[src/lbdc_pkg.sv]
// shared constants and types of the lamp brightness and dimming core
package lbdc_pkg;
	// brightness code
	localparam int CODE_W       = 5;
	localparam int CODE_MAX     = 31;
	localparam int CODE_SPAN    = 32;
	// quantizer threshold divisor and current target divisor
	localparam int QUANT_DIV    = 33;
	localparam int TARGET_DIV   = 160;
	// pulse dimming period in sync ticks and duty steps
	localparam int PD_TICKS     = 128;
	localparam int PD_TICK_W    = 7;
	localparam int PD_STEP      = 4;   // 3.125 % of 128 ticks
	localparam int PD_MIN_CODE  = 3;   // codes 0..3 share the floor duty
	localparam int PD_MIN_TICKS = 12;  // about 9 % of 128 ticks
	// clock and times
	localparam int CLK_HZ        = 10_000_000;
	localparam int LAMP_OUT_S    = 2;
	localparam int LAMP_OUT_CYC  = LAMP_OUT_S * CLK_HZ;
	localparam int SYNC_MIN_HZ   = 32_000;
	localparam int SYNC_MAX_HZ   = 100_000;
	localparam int SYNC_LOSS_CYC =
		2 * ((CLK_HZ + SYNC_MIN_HZ - 1) / SYNC_MIN_HZ);
	localparam int INT_OSC_HZ    = 50_000;
	localparam int INT_TICK_CYC  = CLK_HZ / INT_OSC_HZ;
	// register map
	localparam int ADDR_W        = 4;
	localparam logic [3:0] REG_CTRL   = 4'h0;
	localparam logic [3:0] REG_STATUS = 4'h4;
	localparam int CTRL_SHDN_BIT  = 0;
	localparam int CTRL_BRT_LSB   = 8;
	localparam logic [31:0] CTRL_RESET = 32'h0000_0000;
	// static level seen on the mode pin
	typedef enum logic [1:0] {
		LBDC_MODE_GND = 2'h0,
		LBDC_MODE_REF = 2'h1,
		LBDC_MODE_VCC = 2'h2
	} lbdc_mode_t;
	// run state, one-hot
	typedef enum logic [2:0] {
		LBDC_ST_SHDN  = 3'h1,
		LBDC_ST_RUN   = 3'h2,
		LBDC_ST_FAULT = 3'h4
	} lbdc_state_t;
	// status word layout
	typedef struct packed {
		logic [15:0] zero;
		logic        sync_locked;
		logic        uvlo;
		logic        short_fault;
		logic        lamp_out_fault;
		logic        shutdown;
		logic [2:0]  state;
		logic [2:0]  zero2;
		logic [CODE_W-1:0] code;
	} lbdc_status_t;
endpackage : lbdc_pkg

[src/lbdc_quant.sv]
// hysteretic five-bit quantizer of the analog brightness control
`timescale 1ns/1ns
module lbdc_quant #(
	parameter int LVL_W = 12
) (
	input  wire logic                      clk_sys,
	input  wire logic                      rstn,
	input  wire logic                      clk_en,
	input  wire logic                      neg_scale,
	input  wire logic [LVL_W-1:0]          ctl_level,
	input  wire logic [LVL_W-1:0]          ref_level,
	output logic [lbdc_pkg::CODE_W-1:0]    code_q
);
	localparam int PW = LVL_W + 6;
	logic [PW-1:0] ctl_x33;
	logic [PW-1:0] up_thr;
	logic [PW-1:0] dn_thr;
	logic [5:0]    up_mul;
	logic [5:0]    dn_mul;
	logic [lbdc_pkg::CODE_W-1:0] code_d;

	// threshold multipliers for the current code
	always_comb begin
		if (neg_scale) begin
			up_mul = 6'(lbdc_pkg::QUANT_DIV) - 6'(code_q);
			dn_mul = 6'(lbdc_pkg::CODE_MAX) - 6'(code_q);
		end else begin
			up_mul = 6'(code_q) + 6'h02;
			dn_mul = 6'(code_q);
		end
		ctl_x33 = PW'(ctl_level) * PW'(lbdc_pkg::QUANT_DIV);
		up_thr  = PW'(ref_level) * PW'(up_mul);
		dn_thr  = PW'(ref_level) * PW'(dn_mul);
	end

	// one step per clock, two-step gap between thresholds
	always_comb begin
		code_d = code_q;
		if (!neg_scale) begin
			if (code_q != 5'h1F && ctl_x33 >= up_thr)
				code_d = code_q + 5'h01;
			else if (code_q != 5'h00 && ctl_x33 < dn_thr)
				code_d = code_q - 5'h01;
		end else begin
			if (code_q != 5'h00 && ctl_x33 >= up_thr)
				code_d = code_q - 5'h01;
			else if (code_q != 5'h1F && ctl_x33 < dn_thr)
				code_d = code_q + 5'h01;
		end
	end

	// code register
	always_ff @(posedge clk_sys) begin
		if (!rstn)
			code_q <= '0;
		else if (clk_en)
			code_q <= code_d;
	end
endmodule : lbdc_quant

[src/lbdc_core.sv]
// brightness code, current target, pulse dimming and protection core
//
// What this block does
// - one 5-bit code from selected interface sets current and duty
// - code zero means lowest current level, code 31 means highest
// - target equals ref times n/160 plus setpoint times (32-n)/160
// - duty rises 3.125 % per step to 100 %; codes 0..3 give 9 %
// - setpoint at rail: duty fixed 100 %, setpoint taken as zero
// - setpoint equal to reference: target stays at its maximum
// - with both controls, current is regulated only during on time
// - positive scale counts up with input, negative scale counts down
// - rising thresholds (n+2)/33 positive, (33-n)/33 negative
// - falling thresholds n/33 positive, (31-n)/33 negative
// - one code step of hysteresis stops toggling between codes
// - with external sync one dimming period spans 128 sync pulses
// - mode pin level selects interface and its edges give sync
// - rail selects serial, reference negative scale, ground positive
// - reset clears code, target, faults and serial registers
// - undervoltage holds high and low bridge drivers off
// - shutdown stops all but register retention and serial access
// - entering shutdown clears lamp-out and short-circuit faults
// - lamp-out timer starts when sense peak drops below 150 mV
// - peak low for more than 2 s latches lamp-out, bridge off
`timescale 1ns/1ns
module lbdc_core #(
	parameter int LVL_W        = 12,
	parameter int LAMP_OUT_CYC = lbdc_pkg::LAMP_OUT_CYC,
	parameter int SYNC_LOSS    = lbdc_pkg::SYNC_LOSS_CYC,
	parameter int INT_TICK     = lbdc_pkg::INT_TICK_CYC
) (
	input  wire logic                   clk_sys,
	input  wire logic                   rstn,
	input  wire logic                   clk_en,
	// register port
	input  wire logic [lbdc_pkg::ADDR_W-1:0] reg_addr,
	input  wire logic [31:0]            reg_wdata,
	input  wire logic                   reg_wr,
	input  wire logic                   reg_rd,
	output logic [31:0]                 reg_rdata,
	// mode pin: static level and ac-coupled sync edges
	input  wire lbdc_pkg::lbdc_mode_t   mode_level,
	input  wire logic                   mode_sync,
	// analog levels as sampled values
	input  wire logic [LVL_W-1:0]       brightness_control_input,
	input  wire logic [LVL_W-1:0]       brightness_reference_input,
	input  wire logic [LVL_W-1:0]       min_current_setpoint_pin,
	input  wire logic                   min_setpoint_at_rail,
	// protection inputs
	input  wire logic                   shutdown_suspend_input,
	input  wire logic                   vcc_below_uvlo,
	input  wire logic                   sense_peak_low,
	input  wire logic                   short_detect,
	// outputs
	output logic [lbdc_pkg::CODE_W-1:0] brightness_code,
	output logic [LVL_W-1:0]            current_target_q,
	output logic                        pulse_dimming,
	output logic                        current_reg_en,
	output logic                        bridge_high_en,
	output logic                        bridge_low_en,
	output logic                        lamp_out_fault
);
	localparam int TW  = $clog2(LAMP_OUT_CYC + 1);
	localparam int SW  = $clog2(SYNC_LOSS + 1);
	localparam int IW  = $clog2(INT_TICK + 1);
	localparam int MW  = LVL_W + 6;

	// refuse settings the counters and arithmetic cannot serve
	if (LVL_W < 4 || LVL_W > 24 || LAMP_OUT_CYC < 1 || SYNC_LOSS < 2
		|| INT_TICK < 2 || INT_TICK >= SYNC_LOSS) begin : g_bad_param
		$error("lbdc_core: unsupported parameter values");
	end

	lbdc_pkg::lbdc_state_t state_q;
	lbdc_pkg::lbdc_state_t state_d;
	lbdc_pkg::lbdc_status_t status_w;
	logic [31:0]            ctrl_q;
	logic [31:0]            rdata_d;
	logic [lbdc_pkg::CODE_W-1:0] quant_code;
	logic [lbdc_pkg::CODE_W-1:0] code_sel;
	logic [lbdc_pkg::CODE_W-1:0] code_q;
	logic                   shdn_req;
	logic                   shdn_q;
	logic                   lamp_fault_q;
	logic                   short_fault_q;
	logic [TW-1:0]          lamp_cnt_q;
	logic                   sync_prev_q;
	logic                   sync_edge;
	logic [SW-1:0]          sync_age_q;
	logic                   sync_locked;
	logic [IW-1:0]          int_cnt_q;
	logic                   int_tick;
	logic                   pd_tick;
	logic [lbdc_pkg::PD_TICK_W-1:0] pd_cnt_q;
	logic [lbdc_pkg::PD_TICK_W:0]   duty_ticks;
	logic                   pd_on_d;
	logic                   pd_on_q;
	logic [LVL_W-1:0]       setpoint_eff;
	logic [MW-1:0]          target_sum;
	logic [LVL_W-1:0]       target_d;
	logic                   drive_ok;

	// duty in sync ticks for a code, floor shared by the lowest codes
	function automatic logic [lbdc_pkg::PD_TICK_W:0] duty_of(
		input logic [lbdc_pkg::CODE_W-1:0] n
	);
		logic [lbdc_pkg::PD_TICK_W:0] t;
		t = (8'(n) + 8'h01) * 8'(lbdc_pkg::PD_STEP);
		if (n <= 5'(lbdc_pkg::PD_MIN_CODE))
			t = 8'(lbdc_pkg::PD_MIN_TICKS);
		return t;
	endfunction : duty_of

	// analog quantizer; negative scale when mode pin sits at reference
	lbdc_quant #(
		.LVL_W     (LVL_W)
	) u_quant (
		.clk_sys   (clk_sys),
		.rstn      (rstn),
		.clk_en    (clk_en),
		.neg_scale (mode_level == lbdc_pkg::LBDC_MODE_REF),
		.ctl_level (brightness_control_input),
		.ref_level (brightness_reference_input),
		.code_q    (quant_code)
	);

	// control register: shutdown bit and serial brightness code
	always_ff @(posedge clk_sys) begin
		if (!rstn)
			ctrl_q <= lbdc_pkg::CTRL_RESET;
		else if (clk_en && reg_wr && reg_addr == lbdc_pkg::REG_CTRL)
			ctrl_q <= reg_wdata;
	end

	// status word
	always_comb begin
		status_w                = '0;
		status_w.code           = code_q;
		status_w.state          = state_q;
		status_w.shutdown       = shdn_q;
		status_w.lamp_out_fault = lamp_fault_q;
		status_w.short_fault    = short_fault_q;
		status_w.uvlo           = vcc_below_uvlo;
		status_w.sync_locked    = sync_locked;
	end

	// read mux; unmapped addresses read zero
	always_comb begin
		case (reg_addr)
			lbdc_pkg::REG_CTRL: begin
				rdata_d = ctrl_q;
			end
			lbdc_pkg::REG_STATUS: begin
				rdata_d = status_w;
			end
			default: begin
				rdata_d = '0;
			end
		endcase
	end

	// read data stands only in the cycle after the read strobe
	always_ff @(posedge clk_sys) begin
		if (!rstn)
			reg_rdata <= '0;
		else if (clk_en)
			reg_rdata <= reg_rd ? rdata_d : 32'h0000_0000;
	end

	// code source follows the mode pin level
	always_comb begin
		if (mode_level == lbdc_pkg::LBDC_MODE_VCC)
			code_sel = ctrl_q[lbdc_pkg::CTRL_BRT_LSB +: lbdc_pkg::CODE_W];
		else
			code_sel = quant_code;
	end

	// active code; held while shut down so settings are retained
	always_ff @(posedge clk_sys) begin
		if (!rstn)
			code_q <= '0;
		else if (clk_en && state_q != lbdc_pkg::LBDC_ST_SHDN)
			code_q <= code_sel;
	end

	// shutdown request from register or pin
	assign shdn_req = ctrl_q[lbdc_pkg::CTRL_SHDN_BIT]
		| shutdown_suspend_input;

	always_ff @(posedge clk_sys) begin
		if (!rstn)
			shdn_q <= 1'b0;
		else if (clk_en)
			shdn_q <= shdn_req;
	end

	// run state
	always_comb begin
		case (state_q)
			lbdc_pkg::LBDC_ST_RUN: begin
				if (shdn_req)
					state_d = lbdc_pkg::LBDC_ST_SHDN;
				else if (lamp_fault_q || short_fault_q)
					state_d = lbdc_pkg::LBDC_ST_FAULT;
				else
					state_d = lbdc_pkg::LBDC_ST_RUN;
			end
			lbdc_pkg::LBDC_ST_FAULT: begin
				if (shdn_req)
					state_d = lbdc_pkg::LBDC_ST_SHDN;
				else
					state_d = lbdc_pkg::LBDC_ST_FAULT;
			end
			lbdc_pkg::LBDC_ST_SHDN: begin
				if (!shdn_req)
					state_d = lbdc_pkg::LBDC_ST_RUN;
				else
					state_d = lbdc_pkg::LBDC_ST_SHDN;
			end
			default: begin
				state_d = lbdc_pkg::LBDC_ST_SHDN;
			end
		endcase
	end

	always_ff @(posedge clk_sys) begin
		if (!rstn)
			state_q <= lbdc_pkg::LBDC_ST_RUN;
		else if (clk_en)
			state_q <= state_d;
	end

	// lamp-out timer: counts while peak low, cleared on recovery
	always_ff @(posedge clk_sys) begin
		if (!rstn)
			lamp_cnt_q <= '0;
		else if (clk_en) begin
			if (state_q != lbdc_pkg::LBDC_ST_RUN || !sense_peak_low)
				lamp_cnt_q <= '0;
			else if (lamp_cnt_q != TW'(LAMP_OUT_CYC))
				lamp_cnt_q <= lamp_cnt_q + TW'(1);
		end
	end

	// lamp-out latch; shutdown clears it, detection is off meanwhile
	always_ff @(posedge clk_sys) begin
		if (!rstn)
			lamp_fault_q <= 1'b0;
		else if (clk_en) begin
			if (state_q == lbdc_pkg::LBDC_ST_RUN && sense_peak_low
				&& lamp_cnt_q == TW'(LAMP_OUT_CYC))
				lamp_fault_q <= 1'b1;
			else if (state_q == lbdc_pkg::LBDC_ST_SHDN)
				lamp_fault_q <= 1'b0;
		end
	end

	// short-circuit latch, cleared in shutdown
	always_ff @(posedge clk_sys) begin
		if (!rstn)
			short_fault_q <= 1'b0;
		else if (clk_en) begin
			if (state_q == lbdc_pkg::LBDC_ST_RUN && short_detect)
				short_fault_q <= 1'b1;
			else if (state_q == lbdc_pkg::LBDC_ST_SHDN)
				short_fault_q <= 1'b0;
		end
	end

	// sync edge on mode pin and its age since the last edge
	assign sync_edge   = mode_sync & ~sync_prev_q;
	assign sync_locked = sync_age_q != SW'(SYNC_LOSS);

	always_ff @(posedge clk_sys) begin
		if (!rstn) begin
			sync_prev_q <= 1'b0;
			sync_age_q  <= SW'(SYNC_LOSS);
		end else if (clk_en) begin
			sync_prev_q <= mode_sync;
			if (sync_edge)
				sync_age_q <= '0;
			else if (sync_locked)
				sync_age_q <= sync_age_q + SW'(1);
		end
	end

	// internal oscillator tick used when no sync is applied
	assign int_tick = int_cnt_q == IW'(INT_TICK - 1);

	always_ff @(posedge clk_sys) begin
		if (!rstn)
			int_cnt_q <= '0;
		else if (clk_en)
			int_cnt_q <= int_tick ? '0 : int_cnt_q + IW'(1);
	end

	assign pd_tick = sync_locked ? sync_edge : int_tick;

	// dimming period counter, 128 ticks per period
	always_ff @(posedge clk_sys) begin
		if (!rstn)
			pd_cnt_q <= '0;
		else if (clk_en) begin
			if (state_q != lbdc_pkg::LBDC_ST_RUN)
				pd_cnt_q <= '0;
			else if (pd_tick)
				pd_cnt_q <= pd_cnt_q + 7'h01;
		end
	end

	// duty compare; setpoint at rail forces full duty
	always_comb begin
		duty_ticks = duty_of(code_q);
		if (min_setpoint_at_rail)
			duty_ticks = 8'(lbdc_pkg::PD_TICKS);
		pd_on_d = {1'b0, pd_cnt_q} < duty_ticks;
	end

	assign drive_ok = state_q == lbdc_pkg::LBDC_ST_RUN
		&& !vcc_below_uvlo;

	always_ff @(posedge clk_sys) begin
		if (!rstn)
			pd_on_q <= 1'b0;
		else if (clk_en)
			pd_on_q <= drive_ok && pd_on_d;
	end

	// current target; setpoint equal to reference gives full scale
	always_comb begin
		setpoint_eff = min_setpoint_at_rail ? '0
			: min_current_setpoint_pin;
		target_sum = MW'(brightness_reference_input) * MW'(code_q)
			+ MW'(setpoint_eff)
			* MW'(6'(lbdc_pkg::CODE_SPAN) - 6'(code_q));
		target_d = LVL_W'(target_sum / MW'(lbdc_pkg::TARGET_DIV));
	end

	always_ff @(posedge clk_sys) begin
		if (!rstn)
			current_target_q <= '0;
		else if (clk_en && state_q != lbdc_pkg::LBDC_ST_SHDN)
			current_target_q <= target_d;
	end

	// outputs; undervoltage and faults keep both drivers off
	assign brightness_code = code_q;
	assign pulse_dimming   = pd_on_q;
	assign current_reg_en  = pd_on_q;
	assign bridge_high_en  = pd_on_q & ~vcc_below_uvlo;
	assign bridge_low_en   = pd_on_q & ~vcc_below_uvlo;
	assign lamp_out_fault  = lamp_fault_q;
endmodule : lbdc_core

[config.mk]
export PLATFORM = sky130hd
export DESIGN_NAME = lbdc_core
export DESIGN_NICKNAME = d
export VERILOG_FILES = /design/src/lbdc_pkg.sv /design/src/lbdc_quant.sv /design/src/lbdc_core.sv
export SDC_FILE = /design/constraint.sdc
export NUM_CORES = 1
export LEC_CHECK = 0
export ABC_AREA = 1
export ABC_CLOCK_PERIOD_IN_PS = 9300
export BUFFER_PORTS_ARGS = -buffer_cell sky130_fd_sc_hd__buf_2
export CORE_ASPECT_RATIO = 2
export CORE_MARGIN = 8
export CORE_UTILIZATION = 35
export DETAILED_ROUTE_END_ITERATION = 10
export GPL_ROUTABILITY_DRIVEN = 0
export PLACE_DENSITY = 0.53
export SETUP_SLACK_MARGIN = 0.3
export SYNTH_ARGS = -nofsm -noshare
export SYNTH_HDL_FRONTEND = slang
export SYNTH_SLANG_ARGS = --single-unit
[constraint.sdc]
create_clock -name clk_sys -period 9.3 [get_ports clk_sys]
set_clock_uncertainty 0.15 [all_clocks]
set_input_delay 1.86 -clock clk_sys [delete_from_list [all_inputs] [get_ports clk_sys]]
set_output_delay 1.86 -clock clk_sys [all_outputs]
set_load 0.005 [all_outputs]
==> impl_metrics.tcl <==
set metrics [dict create \
    status "finished with violations" \
    violations "setup timing" \
    vias 15300 \
    layout_min_cycle_time_ns 9.45 \
    post-place-cells 3112 \
    die_h_um 326 \
    synthArstFlopShare_pct 0 \
    dieArea_um2 55800 \
    insertion_delay_ns 0.43 \
    synth.avg_cell_area_um2 7.33 \
    grt_max_degree 65 \
    synth_ff_type "dfxtp_1" \
    start_util_pct 35.4 \
    maxSlewHeadroom_pct 51.4 \
    finalHoldViolCount 0 \
    worst_slew_pin_slew_ns 0.728 \
    grt_pass1_vias 16300 \
    ys_ff_latch 143 \
    final_core_util_pct 42.9 \
    first_pass_iters 5 \
    drt-met1-wl_mm 16.8 \
    cts_buffers 17 \
    hpwl_mm 40.9 \
    layout.nets 2961 \
    worstPathArrival_ns 9.61 \
    max_freq_mhz 106 \
    io_buffers 137 \
    io_pins 139 \
    synth_warnings 0 \
    drt_iter0_drc 592 \
    yosysUniqueCellTypes 54 \
    startpoint_type "primary input" \
    grt_usage_pct 17.7 \
    highest-signal-layer "met5" \
    hp-class "flip-flop to flip-flop" \
    synthesis.area_um2 16800 \
    cap_violations 0 \
    critPathSlowestCell "fa_2" \
    cts_tree "done" \
    yosysTopAreaCellShare_pct 20.3 \
    ys_seq_area_share_pct 17.0 \
    clockRootBuffer "clkbuf_16" \
    grt_pass1_wl_mm 79.7 \
    post_drt_wl_per_cell_um 15.4 \
    cts_buffer_depth 2 \
    syn2layout_area_growth_pct 20.9 \
    clk_pin_slew_worst_paths_ns 0.06 \
    path_delay_family "simple AND/OR/NAND/NOR gates" \
    ant_nets 0 \
    routed_wirelength_mm 48.8 \
    route.met2.wl_mm 29.0 \
    rsz0062_at_grt "true" \
    gr-total-overflow 0 \
    synthCells 2298 \
    synth_area_leaders "fa_1 20%, dfxtp_1 17%, ha_1 14%" \
    crit_top_cell "nand2_2" \
    die-width_um 171 \
    path_buf_inv 12 \
    drcViolationCount 0 \
    syn-num-nets 2739 \
    setup_violations 2 \
    cts_sinks 143 \
    layout_setup_ws_ns -0.155 \
    core_um2 47500 \
    htreeDepth 4 \
    drive_gt1_share_pct 20.0 \
    maxSlewViolCount 0 \
    rows 113 \
    grt_antenna_before_repair 8 \
    instances_no_fill 3171 \
    synth_edf_count 0 \
    fin_crit_sh_pct 102 \
    crit_fanout 6 \
    vias_per_cell 4.83 \
    crit_path_max_incr_delay_ns 0.57 \
    route.met3.wl_mm 1.52 \
    critPathCaptureType "flip-flop" \
    yosys.area.top_type "fa_1" \
    path_class "primary input to flip-flop" \
    worstPathRequired_ns 9.46 \
]
[synth_stat cells, types with 10 or more instances]
| library cell | count |
|---|---|
| inv_1 | 475 |
| nand2_1 | 389 |
| nor2_1 | 246 |
| ha_1 | 185 |
| fa_1 | 171 |
| dfxtp_1 | 143 |
| a21oi_1 | 119 |
| o21ai_0 | 90 |
| nand3_1 | 87 |
| clkbuf_1 | 62 |
| nor3_1 | 42 |
| nand2_2 | 38 |
| xor2_1 | 37 |
| a211oi_1 | 22 |
| xnor2_1 | 20 |
| a22oi_1 | 19 |
| nand4_1 | 15 |
| a221oi_1 | 13 |
| clkinv_1 | 10 |
| nor3b_1 | 10 |
| nor4_1 | 10 |
[through the flow]
| step | worst slack, ns | setup TNS [ns] | instance area, um2 | hold WS [ns] |
|---|---|---|---|---|
| finish | -0.155 | -0.167 | 20400 | 0.295 |
| global route | -0.655 | -1.40 | 20400 | 0.314 |
| CTS | 0.0543 | 0 | 20000 | 0.298 |
| floorplan | 0.303 | 0 | 17100 | 0.273 |
| global placement | -0.528 | -1.15 | 19100 | 0.283 |
| detailed placement | -0.797 | -2.12 | 19100 | 0.288 |
[layout by cell type (no fill, tap or decap), types with 36 or more instances in the layout]
| cell type | count |
|---|---|
| buf_2 | 136 |
| ha_1 | 175 |
| nor3_1 | 42 |
| inv_1 | 452 |
| nand3_1 | 70 |
| nand2_1 | 337 |
| nor2_1 | 240 |
| a21oi_1 | 110 |
| xor2_1 | 36 |
| buf_4 | 129 |
| dfxtp_1 | 143 |
| o21ai_0 | 85 |
| fa_1 | 159 |
| nand2_2 | 65 |
[worst paths after layout]
check,cells past startpoint,to,start,slack (ns)
worst max register to register,59,current_target_q[0],brightness_code[1],0.37
worst max-delay path,60,current_target_q[0],min_setpoint_at_rail,-0.15
worst min-delay path,2,ctrl_q[23],ctrl_q[23],0.29
worst min register to register,2,ctrl_q[23],ctrl_q[23],0.29
[routing by layer]
layer / track usage [%] / vias up
li1: - / 7641
met1: 16.6 / 7339
met2: 37.2 / 242
met3: 2.13 / 87
met4: 6.00 / 6
met5: 0 / -
[layout make-up]
cell class | count | area (um2)
multi-input combinational | 1591 | 12400
clock inverter | 13 | 179
tap | 632 | 791
sequential | 143 | 2860
antenna | 6 | 15.0
clock buffer | 19 | 433
timing repair buffer | 271 | 1730
timing repair inverter | 1 | 16.3
inverter | 495 | 1890
fill | 4961 | 27100
[repair_timing]
item	in CTS	in global routing
endpoints found under the hold margin	0	0
resized for setup	53	78
setup buffers	11	9
pin swaps	34	61
endpoints found under the setup margin	3	8
cloned	1	0
hold buffers	0	0
[sequential cells by signal, summed over array words and instances, names as in the netlist, 3 cells and up]
register          cells
brightness_code       5
ctrl_q               32
current_target_q     11
int_cnt_q             8
lamp_cnt_q           25
pd_cnt_q              7
reg_rdata            32
state_q               3
sync_age_q           10
u_quant.code_q        5
[worst register-to-register path: cells and delay by family, from the launching register on]
| family | cells | cell delay (ns) |
|---|---|---|
| AND/OR/NAND/NOR | 38 | 3.37 |
| adder cells (fa/ha/maj) | 7 | 3.11 |
| buffers and inverters | 9 | 0.72 |
| AO/OA/AOI/OAI | 3 | 0.56 |
| XOR/XNOR | 2 | 0.50 |
| flip-flops | 1 | 0.41 |
[kinds of logic (layout without fill, tap and decap cells)]
kind of cell	Yosys count	after routing	synth area share, %
xor+xnor	57	57	2.96
simple gates	861	861	22.0
compound gates	316	316	11.1
other cells	1	7	0.0223
flops	143	143	17.0
fa+ha+maj	356	356	34.1
buf+inv	564	799	12.8
Power is not shown: default switching activity piles up to over one toggle a cycle in this logic, so the estimate is an artifact.
